**src/inc/ipic_consts.svh**
```systemverilog
// offsets, field positions, reset values and timing figures of the input pin / irq block
`ifndef IPIC_CONSTS_SVH
`define IPIC_CONSTS_SVH
// ----------------------------------------------------------------
// register offsets
// ----------------------------------------------------------------
`define IPIC_ADDR_FUNC_SEL   8'h2B
`define IPIC_ADDR_LEVEL_MON  8'h2F
`define IPIC_ADDR_IRQ_SETUP  8'h32
`define IPIC_ADDR_IRQ_MASK   8'h33
`define IPIC_ADDR_IRQ_LATCH  8'h36
// ----------------------------------------------------------------
// field positions and writable bits
// ----------------------------------------------------------------
`define IPIC_FIRST_SEL_HI    6
`define IPIC_FIRST_SEL_LO    4
`define IPIC_SECOND_SEL_HI   2
`define IPIC_SECOND_SEL_LO   0
`define IPIC_FIRST_MON_BIT   7
`define IPIC_SECOND_MON_BIT  6
`define IPIC_POL_BIT         7
`define IPIC_STYLE_HI        6
`define IPIC_STYLE_LO        5
`define IPIC_FILTER_BIT      2
`define IPIC_SRC_HI          7
`define IPIC_SRC_LO          3
`define IPIC_FUNC_SEL_WMASK  8'h77
`define IPIC_IRQ_SETUP_WMASK 8'hE4
// ----------------------------------------------------------------
// reset values and the irq pin selector code
// ----------------------------------------------------------------
`define IPIC_FUNC_SEL_RST    8'h00
`define IPIC_IRQ_SETUP_RST   8'h00
`define IPIC_IRQ_MASK_RST    8'hFF
`define IPIC_IRQ_LATCH_RST   5'h00
`define IPIC_PIN_SEL_IRQ     4'h2
// ----------------------------------------------------------------
// timing
// ----------------------------------------------------------------
`define IPIC_CLK_HZ          25000000
`define IPIC_PULSE_MS        2
`define IPIC_PERIOD_MS       4
`endif

```
**src/inc/ipic_pkg.sv**
```systemverilog
// types shared by the input pin / irq block
package ipic_pkg;
  // pin function encoding, in selector order
  typedef enum logic [2:0] {
    FN_OFF, FN_GPI, FN_MASTER_CLK, FN_SERIAL_DATA, FN_PDM_A, FN_PDM_B, FN_RSVD, FN_ADC_PD
  } ipic_func_t;
  // irq event style
  typedef enum logic [1:0] {EV_LEVEL, EV_BAD, EV_REPEAT, EV_ONCE} ipic_style_t;
  // pulse timer state
  typedef enum logic {T_IDLE, T_RUN} ipic_tstate_t;
  // signals routed from the input pins to the converter core
  typedef struct packed {
    logic master_clk;
    logic serial_data;
    logic pdm_a;
    logic pdm_b;
    logic adc_power_down;
  } ipic_route_t;
endpackage

```
**src/rtl/ipic_pulse_timer.sv**
```systemverilog
// pulse shaper for the repeating and one-shot irq styles
`timescale 1ns/1ns
module ipic_pulse_timer #(
  parameter int unsigned PULSE_CYCLES  = 50000,
  parameter int unsigned PERIOD_CYCLES = 100000
) (
  input  wire logic clk,
  input  wire logic rst,
  input  wire logic repeat_en,
  input  wire logic once_en,
  input  wire logic pending,
  input  wire logic evt,
  output logic      active
);
  ipic_pkg::ipic_tstate_t st_q, st_d;
  logic [31:0]            cnt_q, cnt_d;

  // ----------------------------------------------------------------
  // next state: cycles of the block clock stand for the time base
  // ----------------------------------------------------------------
  always_comb begin
    st_d  = st_q;
    cnt_d = cnt_q;
    case (st_q)
      ipic_pkg::T_IDLE: begin
        cnt_d = 32'h0;
        if ((repeat_en && pending) || (once_en && evt)) begin
          st_d = ipic_pkg::T_RUN;
        end
      end
      ipic_pkg::T_RUN: begin
        if (repeat_en) begin
          if (!pending) begin
            st_d  = ipic_pkg::T_IDLE;
            cnt_d = 32'h0;
          end else begin
            // wrap keeps the high/low duty running while pending
            cnt_d = (cnt_q == PERIOD_CYCLES - 1) ? 32'h0 : cnt_q + 32'h1;
          end
        end else if (once_en) begin
          // events during the pulse do not stretch it
          if (cnt_q == PULSE_CYCLES - 1) begin
            st_d  = ipic_pkg::T_IDLE;
            cnt_d = 32'h0;
          end else begin
            cnt_d = cnt_q + 32'h1;
          end
        end else begin
          st_d  = ipic_pkg::T_IDLE;
          cnt_d = 32'h0;
        end
      end
      default: begin
        st_d  = ipic_pkg::T_IDLE;
        cnt_d = 32'h0;
      end
    endcase
  end

  // state registers
  always_ff @(posedge clk or posedge rst) begin
    if (rst) begin
      st_q  <= ipic_pkg::T_IDLE;
      cnt_q <= 32'h0;
    end else begin
      st_q  <= st_d;
      cnt_q <= cnt_d;
    end
  end

  // high for the first pulse-length part of each run and of each wrapped repeating period
  assign active = (st_q == ipic_pkg::T_RUN) && (cnt_q < PULSE_CYCLES);

  // ----------------------------------------------------------------
  // checks
  // ----------------------------------------------------------------
  a_once_holds_high: assert property (@(posedge clk) disable iff (rst)
    (once_en && $rose(active)) |-> active [*8])
    else $error("one-shot irq pulse ended early");
  a_repeat_wraps: assert property (@(posedge clk) disable iff (rst)
    (repeat_en && pending && st_q == ipic_pkg::T_RUN && cnt_q == PERIOD_CYCLES - 1)
    |=> (cnt_q == 32'h0) && active)
    else $error("repeating irq period did not restart");
  c_once_pulse: cover property (@(posedge clk) disable iff (rst) once_en && $fell(active));
  c_repeat_wrap: cover property (@(posedge clk) disable iff (rst)
    repeat_en && st_q == ipic_pkg::T_RUN && cnt_q == PERIOD_CYCLES - 1);
endmodule // ipic_pulse_timer

```
**src/rtl/ipic_top.sv**
```systemverilog
// input pin function routing, level monitor and irq output shaping
`timescale 1ns/1ns
`include "ipic_consts.svh"
module ipic_top #(
  parameter int unsigned PULSE_CYCLES  = `IPIC_PULSE_MS * (`IPIC_CLK_HZ / 1000),
  parameter int unsigned PERIOD_CYCLES = `IPIC_PERIOD_MS * (`IPIC_CLK_HZ / 1000)
) (
  input  wire logic       CLOCK,
  input  wire logic       RST,
  input  wire logic [7:0] REG_ADDR,
  input  wire logic       REG_WR,
  input  wire logic [7:0] REG_WDATA,
  input  wire logic       REG_RD,
  output logic      [7:0] REG_RDATA,
  input  wire logic       FIRST_INPUT_PIN,
  input  wire logic       MIC_BIAS_PIN,
  input  wire logic [4:0] IRQ_EVENTS,
  input  wire logic [3:0] BIDIR_PIN_FUNCTION_SEL,
  output logic            MASTER_CLK_IN,
  output logic            SERIAL_AUDIO_DATA_IN,
  output logic            PDM_DATA_PAIR_A,
  output logic            PDM_DATA_PAIR_B,
  output logic            ADC_POWER_DOWN,
  output logic            IRQ_PIN_OUT,
  output logic            IRQ_PIN_OE
);
  // ----------------------------------------------------------------
  // register state
  // ----------------------------------------------------------------
  logic [7:0]                func_sel_q, func_sel_d;
  logic [7:0]                irq_setup_q, irq_setup_d;
  logic [7:0]                irq_mask_q, irq_mask_d;
  logic [4:0]                latch_q, latch_d;
  logic [7:0]                rdata_d;
  logic [7:0]                level_mon;
  logic [4:0]                latch_view;
  ipic_pkg::ipic_func_t      first_sel, second_sel;
  ipic_pkg::ipic_style_t     style;
  ipic_pkg::ipic_route_t     route_q, route_d;
  logic                      pol, filter, pending, evt, timer_active, irq_active, irq_pin_d;
  logic                      irq_pin_q;
  logic                      rd_latch;

  // pick a pin's signal for a function, first pin taking priority
  function automatic logic pick(input ipic_pkg::ipic_func_t s1, input ipic_pkg::ipic_func_t s2,
                                input ipic_pkg::ipic_func_t fn, input logic p1,
                                input logic p2);
    pick = (s1 == fn) ? p1 : ((s2 == fn) ? p2 : 1'b0);
  endfunction

  // field decode
  assign first_sel  = ipic_pkg::ipic_func_t'(func_sel_q[`IPIC_FIRST_SEL_HI:`IPIC_FIRST_SEL_LO]);
  assign second_sel = ipic_pkg::ipic_func_t'(func_sel_q[`IPIC_SECOND_SEL_HI:`IPIC_SECOND_SEL_LO]);
  assign style      = ipic_pkg::ipic_style_t'(irq_setup_q[`IPIC_STYLE_HI:`IPIC_STYLE_LO]);
  assign pol        = irq_setup_q[`IPIC_POL_BIT];
  assign filter     = irq_setup_q[`IPIC_FILTER_BIT];
  assign rd_latch   = REG_RD && (REG_ADDR == `IPIC_ADDR_IRQ_LATCH);

  // ----------------------------------------------------------------
  // monitor and latch views
  // ----------------------------------------------------------------
  always_comb begin
    level_mon = 8'h00;
    level_mon[`IPIC_FIRST_MON_BIT]  = (first_sel == ipic_pkg::FN_GPI) && FIRST_INPUT_PIN;
    level_mon[`IPIC_SECOND_MON_BIT] = (second_sel == ipic_pkg::FN_GPI) && MIC_BIAS_PIN;
    // filter on hides masked sources from software
    latch_view = filter ? (latch_q & ~irq_mask_q[`IPIC_SRC_HI:`IPIC_SRC_LO]) : latch_q;
  end

  // ----------------------------------------------------------------
  // register writes, latch set/clear, read data
  // ----------------------------------------------------------------
  always_comb begin
    func_sel_d  = func_sel_q;
    irq_setup_d = irq_setup_q;
    irq_mask_d  = irq_mask_q;
    rdata_d     = 8'h00;
    if (REG_WR) begin
      case (REG_ADDR)
        `IPIC_ADDR_FUNC_SEL:  func_sel_d  = REG_WDATA & `IPIC_FUNC_SEL_WMASK;
        `IPIC_ADDR_IRQ_SETUP: irq_setup_d = REG_WDATA & `IPIC_IRQ_SETUP_WMASK;
        `IPIC_ADDR_IRQ_MASK:  irq_mask_d  = REG_WDATA;
        default:              func_sel_d  = func_sel_q;
      endcase
    end
    // only the bits shown are cleared; a new event in the same cycle stays set
    latch_d = (rd_latch ? (latch_q & ~latch_view) : latch_q) | IRQ_EVENTS;
    if (REG_RD) begin
      case (REG_ADDR)
        `IPIC_ADDR_FUNC_SEL:  rdata_d = func_sel_q;
        `IPIC_ADDR_LEVEL_MON: rdata_d = level_mon;
        `IPIC_ADDR_IRQ_SETUP: rdata_d = irq_setup_q;
        `IPIC_ADDR_IRQ_MASK:  rdata_d = irq_mask_q;
        `IPIC_ADDR_IRQ_LATCH: rdata_d = {latch_view, 3'h0};
        default:              rdata_d = 8'h00;
      endcase
    end
  end

  // register file flops; read data holds until the next read
  always_ff @(posedge CLOCK or posedge RST) begin
    if (RST) begin
      func_sel_q  <= `IPIC_FUNC_SEL_RST;
      irq_setup_q <= `IPIC_IRQ_SETUP_RST;
      irq_mask_q  <= `IPIC_IRQ_MASK_RST;
      latch_q     <= `IPIC_IRQ_LATCH_RST;
      REG_RDATA   <= 8'h00;
    end else begin
      func_sel_q  <= func_sel_d;
      irq_setup_q <= irq_setup_d;
      irq_mask_q  <= irq_mask_d;
      latch_q     <= latch_d;
      if (REG_RD) begin
        REG_RDATA <= rdata_d;
      end
    end
  end

  // ----------------------------------------------------------------
  // pin function routing
  // ----------------------------------------------------------------
  always_comb begin
    route_d.master_clk  = pick(first_sel, second_sel, ipic_pkg::FN_MASTER_CLK,
                               FIRST_INPUT_PIN, MIC_BIAS_PIN);
    route_d.serial_data = pick(first_sel, second_sel, ipic_pkg::FN_SERIAL_DATA,
                               FIRST_INPUT_PIN, MIC_BIAS_PIN);
    route_d.pdm_a       = pick(first_sel, second_sel, ipic_pkg::FN_PDM_A,
                               FIRST_INPUT_PIN, MIC_BIAS_PIN);
    route_d.pdm_b       = pick(first_sel, second_sel, ipic_pkg::FN_PDM_B,
                               FIRST_INPUT_PIN, MIC_BIAS_PIN);
    // either pin may hold off all converter channels
    route_d.adc_power_down = ((first_sel == ipic_pkg::FN_ADC_PD) && FIRST_INPUT_PIN) ||
                             ((second_sel == ipic_pkg::FN_ADC_PD) && MIC_BIAS_PIN);
  end

  // ----------------------------------------------------------------
  // irq shaping
  // ----------------------------------------------------------------
  assign pending = |(latch_q & ~irq_mask_q[`IPIC_SRC_HI:`IPIC_SRC_LO]);
  assign evt     = |(IRQ_EVENTS & ~irq_mask_q[`IPIC_SRC_HI:`IPIC_SRC_LO]);

  ipic_pulse_timer #(
    .PULSE_CYCLES  (PULSE_CYCLES),
    .PERIOD_CYCLES (PERIOD_CYCLES)
  ) u_timer (
    .clk       (CLOCK),
    .rst       (RST),
    .repeat_en (style == ipic_pkg::EV_REPEAT),
    .once_en   (style == ipic_pkg::EV_ONCE),
    .pending   (pending),
    .evt       (evt),
    .active    (timer_active)
  );

  // the unused style is treated like the level style
  always_comb begin
    irq_active = ((style == ipic_pkg::EV_LEVEL) || (style == ipic_pkg::EV_BAD)) ? pending
                                                                               : timer_active;
    irq_pin_d  = pol ? irq_active : !irq_active;
  end

  // output flops; pin starts deasserted for active low
  always_ff @(posedge CLOCK or posedge RST) begin
    if (RST) begin
      route_q   <= '0;
      irq_pin_q <= 1'b1;
    end else begin
      route_q   <= route_d;
      irq_pin_q <= irq_pin_d;
    end
  end

  assign MASTER_CLK_IN        = route_q.master_clk;
  assign SERIAL_AUDIO_DATA_IN = route_q.serial_data;
  assign PDM_DATA_PAIR_A      = route_q.pdm_a;
  assign PDM_DATA_PAIR_B      = route_q.pdm_b;
  assign ADC_POWER_DOWN       = route_q.adc_power_down;
  assign IRQ_PIN_OUT          = irq_pin_q;
  assign IRQ_PIN_OE           = (BIDIR_PIN_FUNCTION_SEL == `IPIC_PIN_SEL_IRQ);

  // ----------------------------------------------------------------
  // checks
  // ----------------------------------------------------------------
  a_first_mon_level: assert property (@(posedge CLOCK) disable iff (RST)
    (REG_RD && REG_ADDR == `IPIC_ADDR_LEVEL_MON && first_sel == ipic_pkg::FN_GPI)
    |=> REG_RDATA[7] == $past(FIRST_INPUT_PIN))
    else $error("first input level not on monitor bit 7");
  a_first_mon_off: assert property (@(posedge CLOCK) disable iff (RST)
    (REG_RD && REG_ADDR == `IPIC_ADDR_LEVEL_MON && first_sel != ipic_pkg::FN_GPI)
    |=> !REG_RDATA[7])
    else $error("monitor bit 7 set while not gpi");
  a_second_mon_level: assert property (@(posedge CLOCK) disable iff (RST)
    (REG_RD && REG_ADDR == `IPIC_ADDR_LEVEL_MON && second_sel == ipic_pkg::FN_GPI)
    |=> REG_RDATA[6] == $past(MIC_BIAS_PIN) && REG_RDATA[5:0] == 6'h00)
    else $error("mic bias level not on monitor bit 6");
  a_sel_reserved_zero: assert property (@(posedge CLOCK) disable iff (RST)
    (REG_RD && REG_ADDR == `IPIC_ADDR_FUNC_SEL) |=> !REG_RDATA[7] && !REG_RDATA[3])
    else $error("reserved selector bits read nonzero");
  a_level_irq_follow: assert property (@(posedge CLOCK) disable iff (RST)
    (style == ipic_pkg::EV_LEVEL && pending) |=> IRQ_PIN_OUT == $past(pol))
    else $error("level irq not asserted while pending");
  a_irq_idle_polarity: assert property (@(posedge CLOCK) disable iff (RST)
    (style == ipic_pkg::EV_LEVEL && !pending) |=> IRQ_PIN_OUT == !$past(pol))
    else $error("idle irq level wrong for polarity");
  a_latch_set_wins: assert property (@(posedge CLOCK) disable iff (RST)
    (IRQ_EVENTS != 5'h00) |=> (latch_q & $past(IRQ_EVENTS)) == $past(IRQ_EVENTS))
    else $error("event lost from latch");
  a_latch_read_clears: assert property (@(posedge CLOCK) disable iff (RST)
    (rd_latch && !filter && IRQ_EVENTS == 5'h00) |=> latch_q == 5'h00)
    else $error("latch not cleared by read");
  a_filter_hides_masked: assert property (@(posedge CLOCK) disable iff (RST)
    (rd_latch && filter) |=> (REG_RDATA[7:3] & $past(irq_mask_q[7:3])) == 5'h00)
    else $error("masked source visible with filter on");
  c_gpi_read: cover property (@(posedge CLOCK) disable iff (RST)
    REG_RD && REG_ADDR == `IPIC_ADDR_LEVEL_MON && first_sel == ipic_pkg::FN_GPI);
  c_irq_level: cover property (@(posedge CLOCK) disable iff (RST) pending && IRQ_PIN_OE);
  c_set_and_clear: cover property (@(posedge CLOCK) disable iff (RST)
    rd_latch && IRQ_EVENTS != 5'h00);
endmodule // ipic_top

```
**config.mk**
```make
export PLATFORM = sky130hd
export DESIGN_NAME = ipic_top
export DESIGN_NICKNAME = d
export VERILOG_FILES = /design/src/inc/ipic_pkg.sv /design/src/rtl/ipic_pulse_timer.sv /design/src/rtl/ipic_top.sv
export VERILOG_INCLUDE_DIRS = /design/src /design/src/inc
export SDC_FILE = /design/constraint.sdc
export NUM_CORES = 1
export LEC_CHECK = 0
export BUFFER_PORTS_ARGS = -buffer_cell sky130_fd_sc_hd__buf_2
export CAP_MARGIN = 10
export CORE_ASPECT_RATIO = 1.25
export CORE_MARGIN = 10
export CORE_UTILIZATION = 30
export CTS_BUF_LIST = sky130_fd_sc_hd__clkbuf_4 sky130_fd_sc_hd__clkbuf_8 sky130_fd_sc_hd__clkbuf_16
export CTS_CLUSTER_SIZE = 20
export DETAILED_ROUTE_END_ITERATION = 10
export GPL_TIMING_DRIVEN = 0
export HOLD_SLACK_MARGIN = 0.08
export PLACE_DENSITY = 0.51
export REMOVE_ABC_BUFFERS = 1
export SYNTH_ARGS = -nofsm -noshare
export SYNTH_HDL_FRONTEND = slang
export SYNTH_HIERARCHICAL = 1
export SYNTH_SLANG_ARGS = --single-unit
```
**constraint.sdc**
```tcl
create_clock -name CLOCK -period 3.2 [get_ports CLOCK]
set_input_delay 0.32 -clock CLOCK [delete_from_list [all_inputs] [get_ports CLOCK]]
set_output_delay 0.32 -clock CLOCK [all_outputs]
set_load 0.005 [all_outputs]
```
### After elaboration in Yosys (flattened, before gate mapping)

Cells that the tools add are included.
W data, S select, Z words.

* equality and inequality tests: 23
* bitwise logic cells: 7
* add/subtract/negate cells: 1
* multiplexer cells: 25
* magnitude comparators: 1
* reduce and logical (&&, ||, !) cells: 18

Operators with widths (count)
* $mux W32: 5
* $pmux W32 S2: 1
* $eq A8 B6 Y1 const B: 5
* $pmux W8 S5: 1
* $add A32 B1 Y32 const B: 1
* $eq A32 B16 Y1 const B: 1
* $eq A32 B17 Y1 const B: 1
* $lt A32 B16 Y1 const B: 1
* $eq A3 B3 Y1 const B: 6
* $and A5 B5 Y5: 3
* $mux W1: 15
* $eq A3 B2 Y1 const B: 4
* $mux W5: 2
* $not A5 Y5: 2
* $reduce_or A5 Y1: 2
* $logic_and A1 B1 Y1: 8
* $eq A3 B1 Y1 const B: 2
* $reduce_and A2 Y1: 3
* $or A5 B5 Y5: 1
* $eq A2 B2 Y1 const B: 2
* $eq A4 B2 Y1 const B: 1
* $logic_or A1 B1 Y1: 3
* $eq A2 B1 Y1 const B: 1
* $logic_not A2 Y1: 1
* other kinds (3): 3

* logic and storage cells: 88
* output and inout port bits: 15
* input bits: 31
* bits in registers: 70

### Logic depth before layout (Yosys ltp)

Gate-level depths: netlist of run 1.

* depth in word-level cells: 7
* gate-level depth with buffers: 8
* mapped depth without buffers: 8

### Modules after synthesis

The synthesis of run 1 kept the hierarchy.

Modules (own cells, without submodules)
* ipic_top: sequential area each 937.1 µm², cells an instance 170, instances 1, area each 1914.3 µm²
* ipic_pulse_timer: sequential area each 825.8 µm², cells an instance 193, instances 1, area each 1904.3 µm²

### Worst setup path after synthesis of run 1

Ideal clock, no wire load.

* path type: reg2reg
* start: register u_timer.cnt_q[14]
* end: register u_timer.cnt_q[26]
* stages on the path, launching flop included: 7
* setup time: 119 ps
* buffers on the path: 1
* setup slack: 1283 ps
* clock period less this slack: 1917 ps
* required time: 3081 ps
* arrival: 1798 ps
* cell sequence: dfrtp_1 > or4b_1 > nor4_2 > a21oi_1 > o31ai_4 > buf_6 > nor2_2

* longest elaborated chain between the ends: 5
* elaborated cells on any way between the ends: 9
* classes of those cells: add/sub (1); eq/ne (2); mux (6)

Ends and longest elaborated chain
* start, declared: RTL line ipic_pulse_timer.sv:16 `logic [31:0] cnt_q, cnt_d;`
* start signal, assigned: RTL line ipic_pulse_timer.sv:67 `cnt_q <= cnt_d;`
* $add A32 B1 Y32 (tied with other cells): RTL line ipic_pulse_timer.sv:38, ipic_pulse_timer.sv:46
* $mux W32 (on tied branches): RTL line ipic_pulse_timer.sv:42, ipic_pulse_timer.sv:38
* $mux W32 (on tied branches): RTL line ipic_pulse_timer.sv:40, ipic_pulse_timer.sv:33
* $mux W32 *: RTL line ipic_pulse_timer.sv:32 `if (repeat_en) begin`
* $pmux W32 S2 *: RTL line ipic_pulse_timer.sv:24 `case (st_q)`
* named net u_timer.cnt_d[26]: RTL line ipic_pulse_timer.sv:16

Mark *: on every way through the listed nets, which the timed path passes. The rest lies on a longest branch.
A chain may end at the register's enable or synchronous reset.

### Worst setup path after layout of run 1

* start: register irq_mask_q[4]
* end: register u_timer.cnt_q[31]

* longest elaborated chain between the ends: 6

Ends and longest elaborated chain
* start, declared: RTL line ipic_top.sv:32 `logic [7:0] irq_mask_q, irq_mask_d;`
* start signal, assigned: RTL line ipic_top.sv:105 `` irq_mask_q <= `IPIC_IRQ_MASK_RST; ``
* start signal, assigned: RTL line ipic_top.sv:111 `irq_mask_q <= irq_mask_d;`
* $not A5 Y5: RTL line ipic_top.sv:139 `` assign pending = |(latch_q & ~irq_mask_q[`IPIC_SRC_HI:`IPIC_SRC_LO]); ``
* $and A5 B5 Y5: RTL line ipic_top.sv:139
* $reduce_or A5 Y1: RTL line ipic_top.sv:139
* named net pending: RTL line ipic_top.sv:40 `logic pol, filter, pending, evt, timer_active, irq_active, irq_pin_d;`
* $mux W32: RTL line ipic_pulse_timer.sv:33 `if (!pending) begin`
* $mux W32: RTL line ipic_pulse_timer.sv:32
* $pmux W32 S2: RTL line ipic_pulse_timer.sv:24
* named net u_timer.cnt_d[31]: RTL line ipic_pulse_timer.sv:16

The timed path passes the listed nets, and every way through them passes these cells.

==> impl_summary.log, run 1 <==
[metrics] Final Hold Slack: 140 ps
[metrics] category of the most critical setup path: reg2reg
[metrics] number of buffers inserted by port buffering: 45
[metrics] top cells by area in the synthesized netlist: sky130_fd_sc_hd__dfrtp_1, sky130_fd_sc_hd__dfstp_2, sky130_fd_sc_hd__nor2_2
[metrics] final instance count without filler cells: 586
[metrics] Critical Path Start: irq_mask_q[4]
[metrics] number of synthesized flops with an enable pin: 0
[metrics] antenna viol nets, final: 0
[metrics] leakage power: 1.81 nW
[metrics] number of max-cap violations: 0
[metrics] period utilisation layout: 73.2%
[metrics] share of cell area taken by muxes after synthesis: 6.82%
[metrics] largest vdd supply drop: 0.000239 V
[metrics] cell row count: 46
[metrics] TritonCTS clock tree: done
[metrics] combined area of all synthesized cells: 3820 um2
[metrics] DRC violations left: 0
[metrics] startpoint of the worst-slack reg-to-reg timing path: irq_mask_q[4]
[metrics] post-route design area: 4520 um2
[metrics] worst relative slew slack: 49.2%
[metrics] number of buffers on the longest clock path: 2
[metrics] pin count of the biggest net entering global routing: 38
[metrics] compound-cell area share of the yosys netlist: 8.85%
[metrics] antenna violations before repair: 0
[metrics] count of synthesis-stage warnings from yosys: 6
[metrics] Placed Instances: 569
[metrics] Reg-to-Reg End: u_timer/cnt_q[31]
[metrics] global-route wire length before repair: 15800 um
[metrics] fraction of synthesized cell area taken by the top area cell type: 40.0%
[metrics] fraction of synthesized cell area in xor and xnor cells: 6.88%
[metrics] Avg Synthesized Cell Area: 10.5 um2
[metrics] number of buffers created by CTS: 9
[metrics] maximum clock rate: 427 MHz
[metrics] FF/Latch Area: 1760 um2
[metrics] area share of and/or/nand/nor cells after synthesis: 27.7%
[metrics] status: finished clean
[metrics] number of cells traversed by the worst register-to-register path: 8
[metrics] overall die area: 17700 um2
[metrics] ratio of total power to cell area: 430 nW/um2
[metrics] RSZ-0062 raised after global routing: no
[metrics] area added between synthesis and finish: 18.5%
[metrics] drt total wl: 9020 um
[metrics] Post-synth ARST share: 100%
[metrics] fill cell total of the finished layout: 1266
[metrics] number of instances in the synthesized netlist: 363
[metrics] arithmetic-cell share of the synthesized area counting full adders, half adders and majority gates: 0.328%
[metrics] most repeated cell in the gate-level netlist after synthesis: sky130_fd_sc_hd__dfrtp_1
[metrics] detailed-routing iteration count for the pre-antenna-repair pass: 7
[metrics] dominant combinational cell family by area after synthesis: simple AND/OR/NAND/NOR gates
[metrics] flip-flop cell with the highest count after synthesis: sky130_fd_sc_hd__dfrtp_1
[metrics] multi-input logic area: 1930 um2
[metrics] hpwl dp: 6860 um
[metrics] clock period minus final worst setup slack: 2340 ps
[metrics] global placement routability congestion: 0.784
[metrics] Placement Setup Slack: 812 ps
[metrics] Max Clock Skew: 8.98 ps
[metrics] critical-path maximum fanout: 12
[metrics] min setup slack post-route: 858 ps
[metrics] post-DR vias/cell: 4.96
[metrics] post-synthesis cell type with the largest combined area: sky130_fd_sc_hd__dfrtp_1
[metrics] # Post-CTS Setup Buffers: 0
[metrics] count of hold buffers inserted by post-cts repair: 0
[metrics] Iteration-0 DRC Markers: 171
[metrics] via total after detailed routing: 2907
[metrics] count of different cell masters after synthesis: 66
[metrics] initial standard-cell utilization of the core: 30.3%
[metrics] data arrival time at the worst-slack endpoint: 2560 ps
[metrics] critical path data required time: 3420 ps
[metrics] crit path capture: u_timer/cnt_q[31]
[metrics] number of gates given a new drive strength after cts: 0
[metrics] type of element capturing the critical path: register
[metrics] die width: 121 um
[metrics] final hold violation count: 0
[metrics] #FFs+latches synth: 70
[metrics] fraction of layout cells with a size suffix above 1: 29.0%
[metrics] slew at the pin with the worst max-slew slack: 761 ps
[metrics] Clk pin slew, worst setup/hold paths: 60 ps
[metrics] class of the most critical hold timing path: in2async
[metrics] H-tree Lvls: 3
[metrics] GR Overflow Total: 0
[metrics] later-pin clock latency in the skew report: 330 ps
[metrics] drt wl/cell: 15.4 um
[metrics] final max-slew violation count: 0
[metrics] placed inst area: 4250 um2
[metrics] Vert. Die Dim: 146 um
[metrics] CTS root buffer: sky130_fd_sc_hd__clkbuf_16
[metrics] sequential share of the synthesized area: 46.2%
[metrics] count of endpoints failing setup in the final report: 0
[metrics] number of top-level pins: 46
[metrics] core outline area: 12600 um2
[metrics] critical path launch point type: register
[metrics] Total GRT Usage: 11.0%
[metrics] most frequent cells after synthesis: sky130_fd_sc_hd__dfrtp_1, sky130_fd_sc_hd__nand2_1, sky130_fd_sc_hd__nor2_2, sky130_fd_sc_hd__nor2_1, sky130_fd_sc_hd__xnor2_1
[metrics] clk sinks: 70
[metrics] via count of the first global-routing pass: 3078
[metrics] fin nets: 444
[metrics] flop-to-flop setup slack: 860 ps
-- metrics by stage --
step           setup TNS (ps)  utilization (%)  total power [mW]
5_1_grt                     0             35.9              2.03
6_report                    0             35.9              1.95
4_1_cts                     0             35.9              1.98
3_5_place_dp                0             33.7              1.06
2_1_floorplan               0                -             0.992
3_3_place_gp             -114             33.2              1.05
-- worst min path at each step --
stage	startpoint	end	slack [ps]	cells after the start
2_1_floorplan	REG_RD	REG_RDATA[3]	400	1
3_3_place_gp	REG_RDATA[5]	REG_RDATA[5]	480	1
3_5_place_dp	irq_setup_q[7]	IRQ_PIN_OUT	470	1
4_1_cts	RST	u_timer/cnt_q[7]	160	2
5_1_grt	IRQ_EVENTS[0]	latch_q[0]	180	2
6_report	RST	u_timer/cnt_q[13]	140	2
-- placed cells by master (no fill, tap or decap), types with 5 or more instances in the layout --
cell and count:
sky130_fd_sc_hd__a21o_1 5, sky130_fd_sc_hd__inv_1 13, sky130_fd_sc_hd__nor2_2 30, sky130_fd_sc_hd__nand4_1 7
sky130_fd_sc_hd__and4_1 5, sky130_fd_sc_hd__and3_1 6, sky130_fd_sc_hd__nor3_2 5, sky130_fd_sc_hd__clkinv_2 5
sky130_fd_sc_hd__mux2_1 16, sky130_fd_sc_hd__nor4_1 8, sky130_fd_sc_hd__dfrtp_1 61, sky130_fd_sc_hd__buf_2 45
sky130_fd_sc_hd__clkbuf_16 9, sky130_fd_sc_hd__nor3b_1 6, sky130_fd_sc_hd__nand2_1 34, sky130_fd_sc_hd__nor2_1 20
sky130_fd_sc_hd__nor3_1 5, sky130_fd_sc_hd__dfstp_2 9, sky130_fd_sc_hd__xnor2_1 19, sky130_fd_sc_hd__xor2_1 11
sky130_fd_sc_hd__nand3_1 13
-- layer usage --
layer / GRT usage, % / part of all wire [%] / vias to the layer above
li1: - / - / 1402
met5: 0 / 0 / -
met4: 5.38 / 2.5 / 0
met3: 3.43 / 4.8 / 17
met2: 17.7 / 49 / 57
met1: 12.9 / 43 / 1431
-- flip-flops by register name, summed over array words and instances (netlist names) --
| name | count |
|---|---|
| latch_q | 5 |
| REG_RDATA | 8 |
| ADC_POWER_DOWN | 1 |
| u_timer/st_q | 1 |
| MASTER_CLK_IN | 1 |
| u_timer/cnt_q | 32 |
| PDM_DATA_PAIR_A | 1 |
| irq_setup_q | 4 |
| SERIAL_AUDIO_DATA_IN | 1 |
| irq_mask_q | 8 |
| func_sel_q | 6 |
| IRQ_PIN_OUT | 1 |
| PDM_DATA_PAIR_B | 1 |
-- power breakdown --
part / internal, mW / switching (mW) / total, mW
Clock: 0.547 / 0.361 / 0.908
Combinational: 0.0492 / 0.0604 / 0.110
Sequential: 0.908 / 0.0193 / 0.928
Total: 1.50 / 0.441 / 1.95
-- worst max-delay path, stage by stage, from the launching register on --
cell and delay (ps):
sky130_fd_sc_hd__dfstp_2 570, sky130_fd_sc_hd__inv_1 60, sky130_fd_sc_hd__a222oi_1 410, sky130_fd_sc_hd__nand2_1 110
sky130_fd_sc_hd__nand2_1 120, sky130_fd_sc_hd__a21boi_1 100, sky130_fd_sc_hd__o31ai_4 540, sky130_fd_sc_hd__buf_8 240
sky130_fd_sc_hd__nor2_1 60
-- area by class of cell --
cell class / instances / area share (%)
clock buffer: 11 / 5.45
timing repair buffer: 48 / 6.53
inverter: 14 / 1.16
sequential: 70 / 39.0
clock inverter: 5 / 0.553
tap: 168 / 4.65
multi-input combinational: 269 / 42.6
antenna: 1 / 0.0553
-- logic make-up (layout without fill, tap and decap cells) --
logic type / Yosys count / count (layout)
muxes: 22 / 22
AOI/OAI and AO/OA: 43 / 43
and+or+nand+nor: 173 / 173
xor gates and xnor gates: 30 / 30
buffers and inverters: 24 / 78
DFF: 70 / 70
adders and majority gates: 1 / 1
other: 0 / 1
(Power assumes the default switching activity.)
==> inputs of run 2 (changes only) <==
==> constraint.sdc (replaced) <==
create_clock -name CLOCK -period 2.3 [get_ports CLOCK]
set_input_delay 0.23 -clock CLOCK [delete_from_list [all_inputs] [get_ports CLOCK]]
set_output_delay 0.23 -clock CLOCK [all_outputs]
set_load 0.005 [all_outputs]
==> impl_summary.log, run 2 (synthesis results as in run 1) <==
[metrics] H-tree Lvls: 3 (unchanged)
[metrics] maximum clock rate: 468 MHz (+9.7%)
[metrics] placed inst area: 4250 um2 (unchanged)
[metrics] largest vdd supply drop: 0.000334 V (+40%)
[metrics] class of the most critical hold timing path: in2reg
[metrics] Post-Route Utilization: 36.2% (+0.34 points)
[metrics] clock period minus final worst setup slack: 2140 ps (-207 ps)
[metrics] type of element capturing the critical path: register
[metrics] Final Hold Slack: 100 ps (-40.0 ps)
[metrics] number of buffers and inverters on the critical path: 3 (+1)
[metrics] power consumption: 2.71 mW (+39%)
[metrics] number of top-level pins: 46 (unchanged)
[metrics] number of buffers inserted by port buffering: 45 (unchanged)
[metrics] count of endpoints failing setup in the final report: 0 (unchanged)
[metrics] Cell Chain, Critical Path: inv_1 > a222oi_1 > nand2_1 > nand2_1 > a21oi_1 > o31ai_4 > buf_4 > buf_16 > a21oi_1
[metrics] ratio of total power to cell area: 593 nW/um2 (+38%)
[metrics] max reg flops: 32 (unchanged)
[metrics] critical path data required time: 2510 ps (-910 ps)
[metrics] slew at the pin with the worst max-slew slack: 762 ps (+1.26 ps)
[metrics] Critical-path top delay cell: sky130_fd_sc_hd__dfstp_2
[metrics] register with the most flip-flops: u_timer/cnt_q
[metrics] final hold violation count: 0 (unchanged)
[metrics] category of the most critical setup path: reg2reg
[metrics] CTS root buffer: sky130_fd_sc_hd__clkbuf_16
[metrics] drt total wl: 9050 um (+0.31%)
[metrics] switching share of total power: 22.7% (about the same)
[metrics] data arrival time at the worst-slack endpoint: 2350 ps (-210 ps)
[metrics] part of the power in combinational logic: 5.7% (about the same)
[metrics] number of buffers created by CTS: 9 (unchanged)
[metrics] Clock Power Share: 46.6% (about the same)
[metrics] cell-internal power: 2.09 mW (+39%)
[metrics] Top Family by Delay on Critical Path: compound AO/OA/AOI/OAI gates
[metrics] leakage power: 1.85 nW (+1.9%)
[metrics] TritonCTS clock tree: done
[metrics] antenna violations before repair: 0 (unchanged)
[metrics] accumulated negative setup slack: 0 ps (unchanged)
[metrics] worst relative slew slack: 49.1% (-0.084 points)
[metrics] via total after detailed routing: 2933 (+0.89%)
[metrics] cell row count: 46 (unchanged)
[metrics] critical path launch point type: register
[metrics] Max Clock Skew: 9.82 ps (+0.836 ps)
[metrics] final max-slew violation count: 0 (unchanged)
[metrics] Net Switching: 614 uW (+39%)
[metrics] post-route design area: 4570 um2 (+0.94%)
[metrics] number of buffers on the longest clock path: 2 (unchanged)
[metrics] Vert. Die Dim: 146 um (unchanged)
[metrics] fraction of layout cells with a size suffix above 1: 29.7% (+0.67 points)
[metrics] global placement routability congestion: 0.784 (unchanged)
[metrics] largest registers: u_timer/cnt_q (32), REG_RDATA (8), irq_mask_q (8)
[metrics] period utilisation layout: 92.8% (+20 points)
[metrics] Total GRT Usage: 11.0% (+0.016 points)
[metrics] antenna viol nets, final: 0 (unchanged)
[metrics] overall die area: 17700 um2 (unchanged)
[metrics] via count of the first global-routing pass: 3095 (+0.55%)
[metrics] fin nets: 448 (+0.90%)
[metrics] drt wl/cell: 15.3 um (-0.37%)
[metrics] core outline area: 12600 um2 (unchanged)
[metrics] critical-path maximum fanout: 15 (+3)
[metrics] commonest cells after routing, fill and taps aside: sky130_fd_sc_hd__dfrtp_1, sky130_fd_sc_hd__buf_2, sky130_fd_sc_hd__nand2_1
[metrics] hpwl dp: 6860 um (unchanged)
[metrics] status: finished clean
[metrics] initial standard-cell utilization of the core: 30.3% (unchanged)
[metrics] area added between synthesis and finish: 19.6%
[metrics] clk sinks: 70 (unchanged)
[metrics] later-pin clock latency in the skew report: 330 ps (about the same)
[metrics] Iteration-0 DRC Markers: 160 (-6.4%)
[metrics] most common cell after layout, fill and taps aside: sky130_fd_sc_hd__dfrtp_1
[metrics] die width: 121 um (unchanged)
[metrics] global-route wire length before repair: 15800 um (+0.26%)
[metrics] RSZ-0062 raised after global routing: no
[metrics] Sequential Power Share: 47.7% (about the same)
[metrics] pin count of the biggest net entering global routing: 38 (unchanged)
[metrics] detailed-routing iteration count for the pre-antenna-repair pass: 4 (-3)
[metrics] number of max-cap violations: 0 (unchanged)
[metrics] Clk pin slew, worst setup/hold paths: 60 ps (about the same)
[metrics] DRC violations left: 0 (unchanged)
[metrics] maximum single-stage delay on the critical path: 570 ps (about the same)
[metrics] post-DR vias/cell: 4.97 (+0.21%)
[metrics] GR Overflow Total: 0 (unchanged)
[run 2: cell count changes in the layout (fill, tap and decap cells not counted), sizes merged]
cell / before / now
buf: 48 / 51
dlygate4sd3: 0 / 1
[run 2: power by group through the flow]
stage / Combinational, mW / Clock (mW) / Sequential (mW)
final: 0.154 / 1.26 / 1.29
after detailed placement: 0.156 / 0 / 1.31
after global placement: 0.147 / 0 / 1.31
after global routing: 0.175 / 1.36 / 1.29
after floorplan: 0.0778 / 0 / 1.30
after CTS: 0.159 / 1.31 / 1.29
[run 2: metrics by stage]
stage	std cells	setup slack, ps
final	590	165
after CTS	589	148
after floorplan	353	-389
after detailed placement	569	-87.8
after global placement	566	-977
after global routing	589	8.96
[run 2: worst paths after layout]
check	from	cells after the start	to	slack, ps
min in group asynchronous	RST	3	u_timer/cnt_q[13]	610
min	IRQ_EVENTS[1]	2	latch_q[1]	100
max reg2reg	irq_mask_q[4]	9	u_timer/cnt_q[16]	160
min reg2reg	irq_setup_q[7]	1	IRQ_PIN_OUT	480
max in group asynchronous	RST	4	u_timer/cnt_q[19]	1150
max	irq_mask_q[4]	9	u_timer/cnt_q[16]	160
[run 2: repair_timing]
action / in CTS / in global routing
pin swaps: 1 / 0
endpoints found under the hold margin: 21 / 0
setup endpoints to repair: 27 / 2
hold buffers: 1 / 0
gates resized for setup: 0 / 2
buffers inserted: 3 / 0
[run 2: final cells by class]
cell class / count / area, um2
fill: 1270 / 8040
multi-input combinational: 269 / 1940
sequential: 70 / 1760
timing repair buffer: 52 / 328
clock buffer: 11 / 246
tap: 168 / 210
inverter: 14 / 52.6
clock inverter: 5 / 25.0
antenna: 1 / 2.50
[run 2: routing by layer]
metal / up-vias / GRT usage [%] / part of all wire, %
met5: - / 0 / 0
met4: 0 / 5.38 / 2.4
met3: 17 / 3.32 / 4.8
met2: 63 / 17.8 / 50
met1: 1445 / 13.0 / 43
li1: 1408 / - / -
[run 2: worst register-to-register path, stage by stage (launching register included)]
cell,delay (ps)
sky130_fd_sc_hd__dfstp_2,570
sky130_fd_sc_hd__inv_1,60
sky130_fd_sc_hd__a222oi_1,440
sky130_fd_sc_hd__nand2_1,110
sky130_fd_sc_hd__nand2_1,120
sky130_fd_sc_hd__a21oi_1,70
sky130_fd_sc_hd__o31ai_4,260
sky130_fd_sc_hd__buf_4,170
sky130_fd_sc_hd__buf_16,150
sky130_fd_sc_hd__a21oi_1,50
==> inputs of run 3 (changes only) <==
--- a/config.mk
+++ b/config.mk
@@ -8,6 +8,8 @@
 export LEC_CHECK = 0
 export BUFFER_PORTS_ARGS = -buffer_cell sky130_fd_sc_hd__buf_2
 export CAP_MARGIN = 10
+export CELL_PAD_IN_SITES_DETAIL_PLACEMENT = 1
+export CELL_PAD_IN_SITES_GLOBAL_PLACEMENT = 1
 export CORE_ASPECT_RATIO = 1.25
 export CORE_MARGIN = 10
 export CORE_UTILIZATION = 30
@@ -16,7 +18,7 @@
 export DETAILED_ROUTE_END_ITERATION = 10
 export GPL_TIMING_DRIVEN = 0
 export HOLD_SLACK_MARGIN = 0.08
-export PLACE_DENSITY = 0.51
+export PLACE_DENSITY = 0.6
 export REMOVE_ABC_BUFFERS = 1
 export SYNTH_ARGS = -nofsm -noshare
 export SYNTH_HDL_FRONTEND = slang
==> constraint.sdc (replaced) <==
create_clock -name CLOCK -period 2 [get_ports CLOCK]
set_input_delay 0.2 -clock CLOCK [delete_from_list [all_inputs] [get_ports CLOCK]]
set_output_delay 0.2 -clock CLOCK [all_outputs]
set_load 0.005 [all_outputs]
==> impl_summary.log, run 3 (synthesis results as in run 1) <==
[metrics] status: complete, but fails checks
[metrics] violations in the final reports: setup timing
[metrics] Net Switching: 770 uW (+25%)
[metrics] leakage power: 2.00 nW (+8.4%)
[metrics] number of buffers created by CTS: 9 (unchanged)
[metrics] DRC violations left: 0 (unchanged)
[metrics] overall die area: 17700 um2 (unchanged)
[metrics] Vert. Die Dim: 146 um (unchanged)
[metrics] detailed-routing iteration count for the pre-antenna-repair pass: 5 (+1)
[metrics] TritonCTS clock tree: done
[metrics] max reg flops: 32 (unchanged)
[metrics] critical-path maximum fanout: 7 (-8)
[metrics] accumulated negative setup slack: -1530 ps (-1530 ps)
[metrics] core outline area: 12600 um2 (unchanged)
[metrics] area added between synthesis and finish: 27.8%
[metrics] Post-Route Utilization: 38.7% (+2.5 points)
[metrics] period utilisation layout: 103% (+10 points)
[metrics] antenna viol nets, final: 0 (unchanged)
[metrics] Clock Power Share: 48.9% (+2.3 points)
[metrics] worst relative slew slack: 47.0% (-2.1 points)
[metrics] later-pin clock latency in the skew report: 340 ps (about the same)
[metrics] Clk pin slew, worst setup/hold paths: 60 ps (about the same)
[metrics] ratio of total power to cell area: 680 nW/um2 (+15%)
[metrics] final max-slew violation count: 0 (unchanged)
[metrics] critical path launch point type: register
[metrics] Max Clock Skew: 6.98 ps (-2.84 ps)
[metrics] Iteration-0 DRC Markers: 107 (-33%)
[metrics] antenna violations before repair: 0 (unchanged)
[metrics] die width: 121 um (unchanged)
[metrics] via count of the first global-routing pass: 3509 (+13%)
[metrics] number of top-level pins: 46 (unchanged)
[metrics] final instance count without filler cells: 610 (+3.4%)
[metrics] final hold violation count: 0 (unchanged)
[metrics] Sequential Power Share: 44.7% (-3.0 points)
[metrics] number of buffers inserted by port buffering: 45 (unchanged)
[metrics] power consumption: 3.32 mW (+23%)
[metrics] global placement routability congestion: 0.805 (+2.7%)
[metrics] initial standard-cell utilization of the core: 30.3% (unchanged)
[metrics] register with the most flip-flops: u_timer/cnt_q
[metrics] data arrival time at the worst-slack endpoint: 2290 ps (-60 ps)
[metrics] cell row count: 46 (unchanged)
[metrics] clk sinks: 70 (unchanged)
[metrics] drt wl/cell: 17.6 um (+15%)
[metrics] critical path data required time: 2230 ps (-280 ps)
[metrics] type of element capturing the critical path: register
[metrics] fraction of layout cells with a size suffix above 1: 33.9% (+4.2 points)
[metrics] Placement Setup Slack: -596 ps (-508 ps)
[metrics] switching share of total power: 23.2% (+0.53 points)
[metrics] number of max-cap violations: 0 (unchanged)
[metrics] CTS root buffer: sky130_fd_sc_hd__clkbuf_16
[metrics] largest registers: u_timer/cnt_q (32), REG_RDATA (8), irq_mask_q (8)
[metrics] maximum clock rate: 485 MHz (+3.6%)
[metrics] category of the most critical setup path: reg2reg
[metrics] largest vdd supply drop: 0.000369 V (+10%)
[metrics] commonest cells after routing, fill and taps aside: sky130_fd_sc_hd__dfrtp_1, sky130_fd_sc_hd__buf_2, sky130_fd_sc_hd__nand2_1
[metrics] count of endpoints failing setup in the final report: 32 (+32)
[metrics] slew at the pin with the worst max-slew slack: 794 ps (+31.4 ps)
[metrics] hpwl dp: 7660 um (+12%)
[metrics] drt total wl: 10800 um (+19%)
[metrics] fin nets: 469 (+4.7%)
[metrics] post-DR vias/cell: 5.07 (+2.0%)
[metrics] GR Overflow Total: 0 (unchanged)
[metrics] fill cell total of the finished layout: 1412 (+11%)
[metrics] clock period minus final worst setup slack: 2060 ps (-74.1 ps)
[metrics] final antenna diode count: 0 (-1)
[metrics] RSZ-0062 raised after global routing: yes
[metrics] most common cell after layout, fill and taps aside: sky130_fd_sc_hd__dfrtp_1
[metrics] cell-internal power: 2.55 mW (+22%)
[metrics] part of the power in combinational logic: 6.4% (+0.7 points)
[metrics] min setup slack post-route: -60.9 ps (-226 ps)
[metrics] flop-to-flop setup slack: -60 ps (-230 ps)
[metrics] pin count of the biggest net entering global routing: 38 (unchanged)
[metrics] Placed Instances: 569 (unchanged)
[metrics] via total after detailed routing: 3093 (+5.5%)
[metrics] class of the most critical hold timing path: in2reg
[metrics] H-tree Lvls: 3 (unchanged)
[metrics] global-route wire length before repair: 18100 um (+14%)
[metrics] Total GRT Usage: 12.6% (+1.5 points)
[metrics] number of buffers on the longest clock path: 2 (unchanged)
[run 3: critical path, stage by stage (launching register included)]
cell,delay (ps)
sky130_fd_sc_hd__dfstp_2,550
sky130_fd_sc_hd__inv_2,50
sky130_fd_sc_hd__a222oi_1,330
sky130_fd_sc_hd__buf_4,200
sky130_fd_sc_hd__nand2_4,50
sky130_fd_sc_hd__nand2_4,80
sky130_fd_sc_hd__a21oi_2,50
sky130_fd_sc_hd__o31ai_4,280
sky130_fd_sc_hd__buf_6,180
sky130_fd_sc_hd__buf_8,130
sky130_fd_sc_hd__nor2_2,40
[run 3: stage by stage]
stage                     instance area [um2]  hold slack [ps]
after floorplan                          3740              285
after global placement                   4180              408
after detailed placement                 4250              328
after CTS                                4820             82.5
after global routing                     4880             97.5
final                                    4880             91.2
[run 3: metal layers]
metal	part of all wire [%]	wire length, um	GRT usage (%)	up-vias
met5	0	0	0	-
met4	1.3	143	3.69	0
met3	3.5	381	3.63	12
met2	53	5680	22.0	46
met1	42	4550	14.3	1579
li1	-	-	-	1456
[run 3: power groups by stage]
stage / clock network, mW / registers [mW] / logic (mW)
finish: 1.62 / 1.48 / 0.213
global placement: 0 / 1.51 / 0.170
floorplan: 0 / 1.50 / 0.0895
detailed placement: 0 / 1.51 / 0.184
CTS: 1.66 / 1.49 / 0.214
global route: 1.73 / 1.49 / 0.237
[run 3: final cells by class]
| type | count | area (um2) | share of cell area [%] |
|---|---|---|---|
| multi-input combinational | 269 | 2020 | 41.4 |
| sequential | 70 | 1760 | 36.1 |
| timing repair buffer | 73 | 534 | 10.9 |
| clock buffer | 10 | 239 | 4.90 |
| tap | 168 | 210 | 4.31 |
| clock inverter | 6 | 61.3 | 1.26 |
| inverter | 14 | 52.6 | 1.08 |
[run 3: path summary, 6_finish.rpt]
check,start,endpoint,depth (start not counted)
max,irq_mask_q[4],u_timer/cnt_q[19],10
min reg2reg,u_timer/cnt_q[0],u_timer/cnt_q[0],1
min in group asynchronous,RST,u_timer/cnt_q[4],3
max reg2reg,irq_mask_q[4],u_timer/cnt_q[19],10
min,REG_WDATA[3],irq_mask_q[3],2
max in group asynchronous,RST,irq_setup_q[2],3
[run 3: timing repair]
item,4_1_cts,5_1_grt
setup buffers,15,2
gates cloned,1,1
hold buffers,8,0
setup endpoints to repair,32,33
gates resized for setup,19,11
pin swaps,5,3
hold endpoints to repair,47,0
